===== config.mk =====
export PLATFORM = sky130hd
export DESIGN_NAME = program_space_data_access
export DESIGN_NICKNAME = d
export VERILOG_FILES = /design/src/design/program_space_data_access.v
export VERILOG_INCLUDE_DIRS = /design/src /design/src/design
export SDC_FILE = /design/constraint.sdc
export NUM_CORES = 1
export LEC_CHECK = 0
export BUFFER_PORTS_ARGS = -buffer_cell sky130_fd_sc_hd__buf_2
export CAP_MARGIN = 30
export CORE_MARGIN = 2
export CORE_UTILIZATION = 46
export CTS_BUF_LIST = sky130_fd_sc_hd__clkbuf_8
export CTS_CLUSTER_SIZE = 12
export DETAILED_ROUTE_END_ITERATION = 10
export PLACE_DENSITY = 0.78
export SLEW_MARGIN = 20
export SYNTH_ARGS = -nofsm -noshare
export SYNTH_HDL_FRONTEND = slang
export SYNTH_SLANG_ARGS = --single-unit

===== constraint.sdc =====
create_clock -name ref_clk -period 1.7 [get_ports ref_clk]
set_clock_uncertainty 0.05 [all_clocks]
set_input_delay 0.085 -clock ref_clk [delete_from_list [all_inputs] [get_ports ref_clk]]
set_output_delay 0.085 -clock ref_clk [all_outputs]
set_load 0.05 [all_outputs]

===== src/design/program_space_map.vh =====
// constants for the program space data access block
// How it works
// - fetch address is zero, pc bits 22..1, then a fixed zero lsb.
// - table address is the eight table page bits above ea bits 15..1 and a fixed zero lsb.
// - table page top bit zero selects user memory, one selects configuration memory.
// - configuration memory allows table reads only; table writes there are refused.
// - table operations accept unaligned addresses; configuration table reads are allowed.
// - word table_read_low returns program bits 15..0 unchanged.
// - byte table_read_low returns upper byte when select is one, else lower.
// - word table_read_high returns program bits 23..16 with upper data byte zero.
// - byte table_read_high gives selected byte in bits 7..0; phantom byte reads zero.
// - only high table ops touch bits 23..16; low ops touch the lower word.
// - program counter steps by two per program word.
// - window used only when ea msb is one and window_enable is set.
// - window covers data 8000h and up, one page of 16K words.
// - window page register picks one of 256 pages as upper address bits.
// - window address bit 15 is page bit 0; ea bit 15 ignored; bit 23 zero.
// - window reads return the lower 16 bits and cost a second fetch.
// - window access is disabled while a table read or write is in progress.
// - outside repeat, window adds one cycle for moves, two for others.
// - inside repeat, first, last, irq exit and reentry add two; others one, the second fetch, as for moves.
// - window accesses ignore ea msb and form 23-bit program addresses.
`ifndef PROGRAM_SPACE_MAP_VH
`define PROGRAM_SPACE_MAP_VH

// ******************************************
// register offsets (byte addresses)
// ******************************************
`define OFS_TABLE_PAGE 12'h000
`define OFS_WINDOW_PAGE 12'h004
`define OFS_CORE_CONTROL 12'h008
`define OFS_STATUS 12'h00C

// ******************************************
// fields and reset values
// ******************************************
`define WINDOW_ENABLE_BIT 2
`define TABLE_PAGE_RESET 8'h00
`define WINDOW_PAGE_RESET 8'h00
`define CORE_CONTROL_RESET 16'h0000

// ******************************************
// request kinds
// ******************************************
`define KIND_DATA 3'h0
`define KIND_TRD_LOW 3'h1
`define KIND_TRD_HIGH 3'h2
`define KIND_TWR_LOW 3'h3
`define KIND_TWR_HIGH 3'h4

// ******************************************
// extra cycle counts for window reads
// ******************************************
`define EXTRA_MOVE 2'h1
`define EXTRA_OTHER 2'h2
`define EXTRA_REPEAT_EDGE 2'h2
`define EXTRA_REPEAT_BODY 2'h0

`endif


===== src/design/program_space_data_access.v =====
// program memory access paths for the cpu data side: fetch, table and window
//
// The APB interface to the registers and the register addresses are this design's own decisions.
`timescale 1ns/10ps
`default_nettype none
`include "program_space_map.vh"

module program_space_data_access (
    input wire ref_clk, // 200 MHz core clock
    input wire rst, // synchronous, active high
    // apb slave
    input wire psel, // apb select
    input wire penable, // apb access phase
    input wire pwrite, // apb direction
    input wire [11:0] paddr, // apb byte address
    input wire [31:0] pwdata, // apb write data
    output reg [31:0] prdata, // apb read data
    output wire pready, // apb ready
    output reg pslverr, // apb error on unmapped address
    // fetch path
    input wire [22:0] pc, // program counter
    output reg [23:0] fetch_addr, // instruction fetch address
    output reg [22:0] pc_next, // next sequential pc
    // cpu data request
    input wire req_valid, // request strobe, taken when idle
    input wire [2:0] req_kind, // data read or table op
    input wire req_byte, // byte mode
    input wire [15:0] req_ea, // data effective address
    input wire [15:0] req_wdata, // table write data
    input wire req_move, // plain or double_word_move instruction
    input wire in_repeat, // inside a repeat loop
    input wire rep_edge, // first, last, irq exit or reentry iteration
    input wire table_hold, // table read or write sequence in progress
    output wire cpu_wait, // wait request to the pipeline
    output reg cpu_done, // one-cycle completion pulse
    output reg [15:0] cpu_rdata, // read result
    output reg cpu_refused, // table write to configuration refused
    output reg window_hit, // completed access used the window
    // program memory array
    output reg mem_req, // memory fetch/write request
    output reg [23:0] mem_addr, // program word address
    output reg mem_we, // write
    output reg [2:0] mem_wmask, // byte lanes 23..16, 15..8, 7..0
    output reg [23:0] mem_wdata, // write data
    input wire mem_ack, // one-cycle answer
    input wire [23:0] mem_rdata // read word
);

    // one-hot states
    localparam [4:0] S_IDLE = 5'h01;
    localparam [4:0] S_FETCH1 = 5'h02;
    localparam [4:0] S_FETCH2 = 5'h04;
    localparam [4:0] S_STALL = 5'h08;
    localparam [4:0] S_DONE = 5'h10;

    reg [4:0] state_q;
    reg [7:0] table_page_reg;
    reg [7:0] window_page_reg;
    reg [15:0] core_control_reg;
    reg [2:0] kind_q;
    reg byte_q;
    reg bsel_q;
    reg win_q;
    reg [1:0] extra_q;
    reg [15:0] rdata_d;
    reg [23:0] word_q;

    // ******************************************
    // apb slave, zero wait states
    // ******************************************
    assign pready = 1'b1;
    wire apb_setup = psel & ~penable;
    wire apb_wr = psel & penable & pwrite;
    wire mapped = (paddr == `OFS_TABLE_PAGE) || (paddr == `OFS_WINDOW_PAGE) ||
                  (paddr == `OFS_CORE_CONTROL) || (paddr == `OFS_STATUS);

    // read data captured in setup so it stands through the access edge
    always @(posedge ref_clk) begin
        if (rst) begin
            prdata <= 32'h00000000;
            pslverr <= 1'b0;
        end else if (apb_setup) begin
            pslverr <= ~mapped;
            if (paddr == `OFS_TABLE_PAGE) begin
                prdata <= {24'h000000, table_page_reg};
            end else if (paddr == `OFS_WINDOW_PAGE) begin
                prdata <= {24'h000000, window_page_reg};
            end else if (paddr == `OFS_CORE_CONTROL) begin
                prdata <= {16'h0000, core_control_reg};
            end else if (paddr == `OFS_STATUS) begin
                prdata <= {24'h000000, 1'b0, win_q, ~state_q[0], state_q};
            end else begin
                prdata <= 32'h00000000;
            end
        end
    end

    // register writes take effect at the access edge
    always @(posedge ref_clk) begin
        if (rst) begin
            table_page_reg <= `TABLE_PAGE_RESET;
            window_page_reg <= `WINDOW_PAGE_RESET;
            core_control_reg <= `CORE_CONTROL_RESET;
        end else if (apb_wr) begin
            if (paddr == `OFS_TABLE_PAGE) begin
                table_page_reg <= pwdata[7:0];
            end else if (paddr == `OFS_WINDOW_PAGE) begin
                window_page_reg <= pwdata[7:0];
            end else if (paddr == `OFS_CORE_CONTROL) begin
                core_control_reg <= pwdata[15:0];
            end
        end
    end

    // ******************************************
    // fetch address and pc step
    // ******************************************
    always @(posedge ref_clk) begin
        if (rst) begin
            fetch_addr <= 24'h000000;
            pc_next <= 23'h000000;
        end else begin
            fetch_addr <= {1'b0, pc[22:1], 1'b0};
            pc_next <= pc + 23'h000002;
        end
    end

    // ******************************************
    // request decode
    // ******************************************
    wire is_table = (req_kind != `KIND_DATA);
    wire is_twrite = (req_kind == `KIND_TWR_LOW) || (req_kind == `KIND_TWR_HIGH);
    wire cfg_space = table_page_reg[7];
    // a table hold masks the window so table and window never interleave
    wire win_use = (req_kind == `KIND_DATA) && req_ea[15] &&
                   core_control_reg[`WINDOW_ENABLE_BIT] && ~table_hold;
    // table address keeps page over ea; ea bit 0 picks the byte lane
    wire [23:0] table_addr = {table_page_reg, req_ea[15:1], 1'b0};
    // window drops ea bit 15: 23-bit address, page bit 0 lands at bit 15
    wire [23:0] win_addr = {1'b0, window_page_reg, req_ea[14:1], 1'b0};
    // extra stall cycles owed by a window read
    wire [1:0] extra_d = in_repeat ? (rep_edge ? `EXTRA_REPEAT_EDGE : `EXTRA_REPEAT_BODY)
                                   : (req_move ? `EXTRA_MOVE : `EXTRA_OTHER);

    // write lanes: low ops hit bits 15..0, high ops hit bits 23..16 only
    reg [2:0] wmask_d;
    always @* begin
        wmask_d = 3'h0;
        if (req_kind == `KIND_TWR_LOW) begin
            wmask_d = req_byte ? (req_ea[0] ? 3'h2 : 3'h1) : 3'h3;
        end else if (req_kind == `KIND_TWR_HIGH) begin
            wmask_d = (req_byte && req_ea[0]) ? 3'h0 : 3'h4;
        end
    end

    // read formatting of the fetched word
    always @* begin
        rdata_d = 16'h0000;
        if (kind_q == `KIND_TRD_LOW) begin
            if (byte_q) begin
                rdata_d = {8'h00, bsel_q ? word_q[15:8] : word_q[7:0]};
            end else begin
                rdata_d = word_q[15:0];
            end
        end else if (kind_q == `KIND_TRD_HIGH) begin
            // phantom byte reads as zero in both modes
            if (byte_q && bsel_q) begin
                rdata_d = 16'h0000;
            end else begin
                rdata_d = {8'h00, word_q[23:16]};
            end
        end else begin
            rdata_d = word_q[15:0];
        end
    end

    // ******************************************
    // access sequencer
    // ******************************************
    assign cpu_wait = ~state_q[0] & ~state_q[4];

    always @(posedge ref_clk) begin
        if (rst) begin
            state_q <= S_IDLE;
            kind_q <= `KIND_DATA;
            byte_q <= 1'b0;
            bsel_q <= 1'b0;
            win_q <= 1'b0;
            extra_q <= 2'h0;
            word_q <= 24'h000000;
            mem_req <= 1'b0;
            mem_addr <= 24'h000000;
            mem_we <= 1'b0;
            mem_wmask <= 3'h0;
            mem_wdata <= 24'h000000;
            cpu_done <= 1'b0;
            cpu_rdata <= 16'h0000;
            cpu_refused <= 1'b0;
            window_hit <= 1'b0;
        end else begin
            cpu_done <= 1'b0;
            case (state_q)
                S_IDLE: begin
                    if (req_valid) begin
                        kind_q <= req_kind;
                        byte_q <= req_byte;
                        bsel_q <= req_ea[0];
                        win_q <= win_use;
                        extra_q <= extra_d;
                        cpu_refused <= 1'b0;
                        if (is_twrite && cfg_space) begin
                            cpu_refused <= 1'b1;
                            state_q <= S_DONE;
                        end else if (is_table || win_use) begin
                            mem_req <= 1'b1;
                            mem_addr <= is_table ? table_addr : win_addr;
                            mem_we <= is_twrite;
                            mem_wmask <= wmask_d;
                            mem_wdata <= {req_wdata[7:0], req_byte ? req_wdata[7:0] :
                                          req_wdata[15:8], req_wdata[7:0]};
                            state_q <= S_FETCH1;
                        end else begin
                            // plain data access, nothing to redirect
                            state_q <= S_DONE;
                        end
                    end
                end
                S_FETCH1: begin
                    if (mem_ack) begin
                        word_q <= mem_rdata;
                        if (win_q) begin
                            state_q <= S_FETCH2;
                        end else begin
                            mem_req <= 1'b0;
                            mem_we <= 1'b0;
                            state_q <= S_DONE;
                        end
                    end
                end
                S_FETCH2: begin
                    // second fetch of the same word for a window read
                    if (mem_ack) begin
                        mem_req <= 1'b0;
                        word_q <= mem_rdata;
                        state_q <= (extra_q > 2'h1) ? S_STALL : S_DONE;
                    end
                end
                S_STALL: begin
                    state_q <= S_DONE;
                end
                S_DONE: begin
                    cpu_done <= 1'b1;
                    cpu_rdata <= rdata_d;
                    window_hit <= win_q;
                    state_q <= S_IDLE;
                end
                default: begin
                    state_q <= S_IDLE;
                end
            endcase
        end
    end

endmodule // program_space_data_access
`default_nettype wire


After elaboration in Yosys (flattened, before gate mapping)
Index checks and enable logic that the tools add are counted.
- ROM bits: 0
- memories kept: 0
- bits in writable memories: 0
- flip-flop bits (word level): 221
- logic and storage cells: 122
- input port bits: 138
- latch bits: 0
- output and inout bits: 154
- bitwise logic cells: 12
- multiplexer cells: 40
- $add $sub $neg: 1
- shift-type cells: 0
- divide/modulo/power cells: 0
- reductions and logical operators: 26
- multipliers: 0
- magnitude comparators: 1
- eq/ne operators: 18
- operators with widths (kind ; number):
    $mux W16 ; 6
    $mux W5 ; 7
    $eq A12 B4 Y1 const B ; 2
    $mux W24 ; 1
    $mux W8 ; 3
    $add A23 B2 Y23 const B ; 1
    $pmux W5 S4 ; 1
    $eq A12 B3 Y1 const B ; 1
    $logic_not A12 Y1 ; 1
    $ne A2 B2 Y1 const B ; 6
    $mux W1 ; 11
    $mux W2 ; 5
    $mux W3 ; 3
    $not A1 Y1 ; 8
    $reduce_and A4 Y1 ; 2
    $mux W7 ; 1
    $reduce_and A7 Y1 ; 1
    $eq A3 B2 Y1 const B ; 2
    $logic_and A1 B1 Y1 ; 6
    $reduce_and A2 Y1 ; 3
    $reduce_and A3 Y1 ; 2
    $reduce_and A6 Y1 ; 1
    $reduce_bool A3 Y1 ; 2
    $eq A5 B1 Y1 const B ; 1
    other kinds (14) ; 21

Depth between registers and ports, before layout
Gate-level depths: netlist of the first run.
- depth in word-level cells: 9
- depth in mapped cells: 8
- depth with buffers taken out: 5

Worst setup path after synthesis of the first run
OpenSTA, ideal clock, no wires.
- path type: register -> register
- start point: register state_q[3]
- end point: register extra_q[1]
- arrival: 1.697 ns
- path buffers: 2
- stages on the path, launching flop included: 7
- path slack: -0.179 ns
- cells stage by stage: dfxtp_1 -> or4_4 -> or2_1 -> buf_2 -> buf_2 -> a211oi_1 -> nor3_1
- word-level cells in the longest chain between the ends: 2
- RTL lines (element ; line ; RTL):
    start, declared ; program_space_data_access.v:56 ; reg [4:0] state_q;
    start signal, assigned ; program_space_data_access.v:245 ; state_q <= (extra_q > 2'h1) ? S_STALL : S_DONE;
    $eq A5 B1 Y1 ; program_space_data_access.v:202 ; case (state_q)
    $reduce_and A2 Y1 (no line) ; - ;
    end signal, assigned ; program_space_data_access.v:209 ; extra_q <= extra_d;
    end, declared ; program_space_data_access.v:64 ; reg [1:0] extra_q;
Every way passes these cells.
A chain may end at the register's enable or synchronous reset.

Worst setup path in the final report of the first run
- start point: register state_q[4]
- end point: register mem_wdata[16]
- word-level cells in the longest chain between the ends: 2
- RTL lines (element ; line ; RTL):
    $eq A5 B1 Y1 ; program_space_data_access.v:202 ;
    $reduce_and A4 Y1 (no line) ; - ;
    end signal, assigned ; program_space_data_access.v:219 ; mem_wdata <= {req_wdata[7:0], req_byte ? req_wdata[7:0] :
    end, declared ; program_space_data_access.v:44 ; output reg [23:0] mem_wdata,
Every way passes these cells.

==> reports/qor.log, run 1 <==
[outcome] run status finished with violations
[outcome] violations in the final reports setup timing
[floorplanning] die width 134.4 um
[cells_and_area] number of flip-flops under the largest register name 24
[cells_and_area] n_diodes 0
[routing] Remaining DRCs 0
[setup_path] number of buffer and inverter instances along the worst setup path 3
[synth] number of distinct library cell variants in the gate-level netlist after synthesis 58
[global_routing] first-pass GRT wire length 38.16 mm
[synth] most frequent cells after synthesis 193 x sky130_fd_sc_hd__dfxtp_1, 107 x sky130_fd_sc_hd__nand2_1, 103 x sky130_fd_sc_hd__a21oi_1
[setup_path] worst-path maximum fanout 20
[synth] top cell type's share of synthesized area 49.37%
[cells_and_area] Non-Filler Instances 1491
[sta] Period Utilization, post-route 107.5%
[pwr] VDD IR max 0.0005725 V
[global_routing] global routing usage summed across all routing layers 26.19%
[sta] relative max-transition margin 63.54%
[routing] final routed wire length divided by cell count 16.69 um
[flow_run] reported max-cap violation count 0
[placement] number of buffers added on ports 255
[cells_and_area] Design Area, Final 0.01141 mm^2
[synth] biggest area consumer among synthesized cells sky130_fd_sc_hd__dfxtp_1
[sta] Fmax achieved 547.3 MHz
[synth] count of flip-flops with a built-in enable after synthesis 0
[setup_path] largest stage delay on the critical path 0.53 ns
[synth] number of warnings printed during yosys synthesis 0
[setup_path] Crit path max-delay family simple AND/OR/NAND/NOR gates
[sta] Worst Max-Slew Pin Slew 0.5449 ns
[floorplanning] core region area 0.01658 mm^2
[cells_and_area] registers with the most flip-flops word_q (24), mem_addr (23), pc_next (23)
[synth] Seq cells post-synth 193
[global_routing] vias in the first global route 7665
[synth] sequential cell area fraction in the yosys report 49.37%
[placement] Placement Cell Area 0.009485 mm^2
[min_path] class of the most critical hold timing path in2reg
[clocking] Skew-Pair Late Insertion Delay 0.48 ns
[routing] Via density 5.423
[sta] number of failing setup endpoints in the final timing report 57
[cells_and_area] core utilization of the finished layout 68.78%
[synth] most frequent cell after synthesis sky130_fd_sc_hd__dfxtp_1
[sta] number of endpoints with negative hold slack in the final report 0
[placement] placed wire-length estimate 15.41 mm
[cells_and_area] proportion of layout cells with a drive suffix above 1 32.73%
[routing] antenna-violating nets left 0
[sta] max-slew violations 0
[placement] Inst Count DP 1334
[cells_and_area] total number of nets in the final design 1397
[floorplanning] overall die height 134.4 um
[synth] Synth Instances 883
[synth] top area cells in the synthesized netlist sky130_fd_sc_hd__dfxtp_1 49%, sky130_fd_sc_hd__a21oi_1 6.6%, sky130_fd_sc_hd__nand2_1 5.1%
[setup_path] kind of start point of the critical path register
[floorplanning] standard-cell rows 47
[clocking] total CTS buffers 17
[clocking] clock sink count 193
[floorplanning] I/O pin total 292
[setup_path] path type of the worst setup path reg2reg
[placement] global placement routability congestion 0.8363
[clocking] Max Buffers Root-to-Sink 2
[clocking] clk root buf sky130_fd_sc_hd__clkbuf_8
[cells_and_area] most flop-heavy register word_q
[setup_path] slowest stage cell on the critical path sky130_fd_sc_hd__or4_4
[setup_path] Arrival @ worst endpoint 2.19 ns
[floorplanning] overall die area 0.01807 mm^2
[setup_path] kind of capture point of the worst setup path register
[synth] share of async-settable or async-resettable flops after synthesis 0%
[routing] DR vias 8085
[synth] Avg Inst Size Synth 8.863 um^2
[clocking] level count of the clock H-tree 4
[synth] most used flip-flop cell after synthesis sky130_fd_sc_hd__dfxtp_1
[placement] worst slack at placement -0.1193 ns
[setup_path] required time of the critical path 2.06 ns
[cells_and_area] post-synthesis to final-layout area growth 45.74%
[pwr] leakage power 4.819 nW
[routing] Routed Wire Length 24.88 mm
[sta] smallest setup slack after layout -0.1272 ns
[global_routing] largest net degree at the start of global routing 47
[routing] violation count after the first detailed-routing iteration 486
[global_routing] number of antenna violations at the first check in global routing 0
[clocking] TritonCTS clock tree done
[routing] router iterations before antenna repair 5
[synth] synthesized area 0.007826 mm^2
[setup_path] cells along the critical path or4_4 > buf_6 > nor2_4 > buf_12 > buf_8 > nand3_1 > a21oi_1
[pwr] pwr dens 852.0 mW/mm^2
[global_routing] overflow left after global routing 0
[sta] minimum clock period 1.827 ns
[clocking] register clock-pin slew on the reported worst setup and hold paths 0.11 ns
[floorplanning] Initial Utilization 47.19%
[sta] unrepaired setup endpoints after global routing true
-- placed cells by master, fill, tap and decap left out, types with 4 or more instances in the layout --
cell type                       synthesis  final
sky130_fd_sc_hd__clkbuf_8               0     17
sky130_fd_sc_hd__conb_1                 2     20
sky130_fd_sc_hd__mux2_2                 5      5
sky130_fd_sc_hd__and4_1                 7      7
sky130_fd_sc_hd__dlygate4sd3_1          0    114
sky130_fd_sc_hd__nand2_1              107    107
sky130_fd_sc_hd__inv_6                  0      7
sky130_fd_sc_hd__nor3_1                 5      4
sky130_fd_sc_hd__inv_1                  7      8
sky130_fd_sc_hd__xor2_1                 6      6
sky130_fd_sc_hd__nor2_1                67     64
sky130_fd_sc_hd__a221oi_1              10      7
sky130_fd_sc_hd__nand3_1               64     61
sky130_fd_sc_hd__buf_6                  2      6
sky130_fd_sc_hd__o21ai_2                0      9
sky130_fd_sc_hd__a22oi_1                8      8
sky130_fd_sc_hd__a211oi_1              19     11
sky130_fd_sc_hd__buf_12                 0     11
sky130_fd_sc_hd__xnor2_1                6      6
sky130_fd_sc_hd__a21oi_2                0     13
sky130_fd_sc_hd__dfxtp_1              193    191
sky130_fd_sc_hd__buf_4                 30     42
sky130_fd_sc_hd__o21ai_0               24     23
sky130_fd_sc_hd__a21oi_1              103     89
sky130_fd_sc_hd__a211oi_2               0      7
sky130_fd_sc_hd__nand4_1                8      8
sky130_fd_sc_hd__a22o_1                 8      8
sky130_fd_sc_hd__nor4_1                 5      5
sky130_fd_sc_hd__mux2i_1               26     26
sky130_fd_sc_hd__mux4_2                 7      7
sky130_fd_sc_hd__o21ai_1               25     15
sky130_fd_sc_hd__nor2b_1               28     28
sky130_fd_sc_hd__buf_2                 10    253
sky130_fd_sc_hd__a311oi_1               8      8
-- power breakdown --
part,leakage (nW),switching (W),internal [W],total (W)
registers,1.58,0.0000913,0.00468,0.00477
logic,3.04,0.00132,0.000732,0.00206
clock network,0.199,0.00180,0.00109,0.00289
total,4.82,0.00321,0.00651,0.00972
-- kinds of logic after synthesis --
group           after synthesis  synth area share (%)
compound gates              214                 16.26
other cells                   2               0.09596
flops                       193                 49.37
mux                          38                 6.059
simple gates                324                 20.18
fa+ha+maj                     1                0.1598
xor+xnor                     12                 1.343
buf+inv                      99                 6.539
-- final cells by class --
type                    count  area [um^2]
well taps                 220        275.3
clock inverters            15        145.1
inverters                   8        30.03
fillers                  1217         5177
repair buffers            429         3078
clock buffers              17        234.0
multi-input cells         609         3777
flip-flops and latches    193         3866
-- tightest hold or removal path, cell delays in order --
cell and delay (ns):
sky130_fd_sc_hd__buf_2 0.20, sky130_fd_sc_hd__o21ai_0 0.19, sky130_fd_sc_hd__a21oi_1 0.06
-- metrics by stage --
stage	setup TNS, ns	power (W)	hold slack [ns]
2_1_floorplan	-2.681	0.006045	0.1074
3_3_place_gp	-1.657	0.006521	0.2432
3_5_place_dp	-3.393	0.006539	0.2532
4_1_cts	-3.711	0.009648	0.03751
5_1_grt	-7.739	0.01005	0.07747
6_report	-3.363	0.009717	0.05921
-- worst paths after layout --
kind / start / cells past startpoint / to / slack (ns)
max: state_q[4]$_SDFFE_PP0P_ / 7 / mem_wdata[16]$_SDFFE_PP0P_ / -0.13
min: paddr[2] / 3 / table_page_reg[6]$_SDFFE_PP0P_ / 0.06
min reg2reg: cpu_rdata[15]$_SDFFE_PP0P_ / 2 / cpu_rdata[15]$_SDFFE_PP0P_ / 0.41
max reg2reg: state_q[4]$_SDFFE_PP0P_ / 7 / mem_wdata[16]$_SDFFE_PP0P_ / -0.13
-- routing by layer --
metal  share of wire, %  wire [um]  up-vias  track usage (%)
met3                7.4       1837       64            6.463
met1                 40       9918     3812            30.98
met2                 50      12370      386            45.21
li1                   -          -     3823                -
met5                  0          0        -                0
met4                3.0        754        0            11.17
-- repair_timing --
action	CTS	global route
setup endpoints to repair	47	92
hold buffers	114	1
buffers inserted	2	6
gates cloned	3	1
hold endpoints to repair	152	3
gates resized for setup	23	45
pin swaps	10	24
(Power assumes the default switching activity.)
==> run 2, diff against run 1 <==
- BUFFER_PORTS_ARGS: -buffer_cell sky130_fd_sc_hd__buf_2 -> -buffer_cell sky130_fd_sc_hd__buf_4
==> reports/qor.log, run 2 (synthesized netlist as in run 1, its figures left out) <==
[cells_and_area] post-synthesis to final-layout area growth 52.61%
[placement] number of buffers added on ports 255
[setup_path] kind of capture point of the worst setup path register
[floorplanning] overall die height 134.4 um
[sta] smallest setup slack after layout -0.1449 ns
[pwr] pwr dens 831.8 mW/mm^2
[floorplanning] overall die area 0.01807 mm^2
[sta] minimum clock period 1.845 ns
[sta] max-slew violations 0
[global_routing] number of antenna violations at the first check in global routing 0
[clocking] clock sink count 193
[placement] global placement routability congestion 0.8357
[sta] Period Utilization, post-route 108.5%
[clocking] total CTS buffers 17
[routing] DR vias 8034
[pwr] VDD IR max 0.0005181 V
[sta] Fmax achieved 542.0 MHz
[routing] Routed Wire Length 25.38 mm
[sta] unrepaired setup endpoints after global routing true
[sta] total negative slack -2.741 ns
[setup_path] path type of the worst setup path reg2reg
[sta] number of endpoints with negative hold slack in the final report 1
[global_routing] largest net degree at the start of global routing 67
[setup_path] required time of the critical path 2.05 ns
[sta] Worst Max-Slew Pin Slew 0.5042 ns
[routing] violation count after the first detailed-routing iteration 557
[min_path] class of the most critical hold timing path in2reg
[floorplanning] Initial Utilization 47.19%
[clocking] register clock-pin slew on the reported worst setup and hold paths 0.11 ns
[clocking] Skew-Pair Late Insertion Delay 0.46 ns
[sta] tightest hold margin -0.02779 ns
[outcome] violations in the final reports hold timing, setup timing
[global_routing] global routing usage summed across all routing layers 26.97%
[cells_and_area] commonest non-fill, non-tap cell in the layout sky130_fd_sc_hd__buf_4
[pwr] leakage power 4.936 nW
[cells_and_area] total of fill cells in the finished design 1193
[placement] placed wire-length estimate 16.17 mm
[clocking] Max Buffers Root-to-Sink 2
[global_routing] overflow left after global routing 0
[clocking] clk root buf sky130_fd_sc_hd__clkbuf_8
[setup_path] Arrival @ worst endpoint 2.19 ns
[global_routing] vias in the first global route 7730
[routing] router iterations before antenna repair 6
[floorplanning] I/O pin total 292
[routing] Via density 5.378
[flow_run] reported max-cap violation count 0
[cells_and_area] registers with the most flip-flops word_q (24), mem_addr (23), pc_next (23)
[cells_and_area] number of flip-flops under the largest register name 24
[sta] relative max-transition margin 65.96%
[clocking] TritonCTS clock tree done
[floorplanning] core region area 0.01658 mm^2
[cells_and_area] proportion of layout cells with a drive suffix above 1 31.50%
[setup_path] kind of start point of the critical path register
[sta] number of failing setup endpoints in the final timing report 51
[clocking] level count of the clock H-tree 4
[cells_and_area] most flop-heavy register word_q
[routing] antenna-violating nets left 0
[outcome] run status finished with violations
[global_routing] first-pass GRT wire length 39.07 mm
[setup_path] worst-path maximum fanout 20
[floorplanning] standard-cell rows 47
[routing] Remaining DRCs 0
[routing] final routed wire length divided by cell count 16.99 um
[cells_and_area] leading cell types in the layout, fill and taps excluded 293 x sky130_fd_sc_hd__buf_4, 191 x sky130_fd_sc_hd__dfxtp_1, 120 x sky130_fd_sc_hd__dlygate4sd3_1
[cells_and_area] total number of nets in the final design 1399
[floorplanning] die width 134.4 um
[pwr] Pwr Total 0.009935 W
-- run 2: through the flow --
step	utilization (%)	cells	worst slack, ns	instance area (um^2)
finish	72.02	1494	-0.1449	11940
floorplan	-	901	-0.1009	7954
detailed placement	60.83	1333	-0.1062	10090
global placement	60.83	1333	-0.07002	10090
global route	72.01	1493	-0.2027	11940
CTS	70.64	1486	-0.09214	11710
-- run 2: area by class of cell --
cell class	instances	area [um^2]	share of cell area (%)
Clock buffer	18	247.7	2.074
Tap cell	220	275.3	2.305
Inverter	8	30.03	0.2514
Sequential cell	193	3866	32.37
Antenna cell	1	2.502	0.02095
Clock inverter	14	147.6	1.236
Multi-Input combinational cell	609	3690	30.89
Timing Repair Buffer	431	3685	30.85
-- run 2: final timing paths --
check | depth (start not counted) | startpoint | slack [ns] | endpoint
worst max-delay path | 7 | state_q[4]$_SDFFE_PP0P_ | -0.14 | mem_addr[1]$_SDFFE_PP0P_
worst min-delay path | 4 | pc[2] | -0.03 | pc_next[4]$_SDFF_PP0_
worst max register to register | 7 | state_q[4]$_SDFFE_PP0P_ | -0.14 | mem_addr[1]$_SDFFE_PP0P_
worst min register to register | 2 | word_q[20]$_SDFFE_PP0P_ | 0.41 | word_q[20]$_SDFFE_PP0P_
-- run 2: critical path, cell delays in order (launching register included) --
cell and delay, ns:
sky130_fd_sc_hd__dfxtp_2 0.34, sky130_fd_sc_hd__or4_4 0.54, sky130_fd_sc_hd__buf_6 0.14, sky130_fd_sc_hd__nor2_4 0.11
sky130_fd_sc_hd__buf_12 0.18, sky130_fd_sc_hd__buf_12 0.15, sky130_fd_sc_hd__nand3_1 0.12, sky130_fd_sc_hd__a21oi_2 0.15
-- run 2: power by group --
group | switching [W] | internal [W] | total (W)
Clock | 0.00173 | 0.00125 | 0.00298
Combinational | 0.00131 | 0.000865 | 0.00218
Sequential | 0.0000952 | 0.00468 | 0.00478
Total | 0.00314 | 0.00680 | 0.00994
-- run 2: per-layer routing --
metal  vias up  global-route usage (%)  routed length (um)
met5         -                       0                   0
met3        57                   5.064                1609
met4         0                   10.82                 752
met2       341                   46.80               12740
met1      3808                   33.01               10280
li1       3828                       -                   -
-- run 2: timing repair --
item,in CTS,in global routing
pin swaps,1,4
endpoints found under the setup margin,53,85
cloned,0,3
hold buffers,121,1
gates resized for setup,5,35
setup buffers,0,4
hold endpoints to repair,149,1
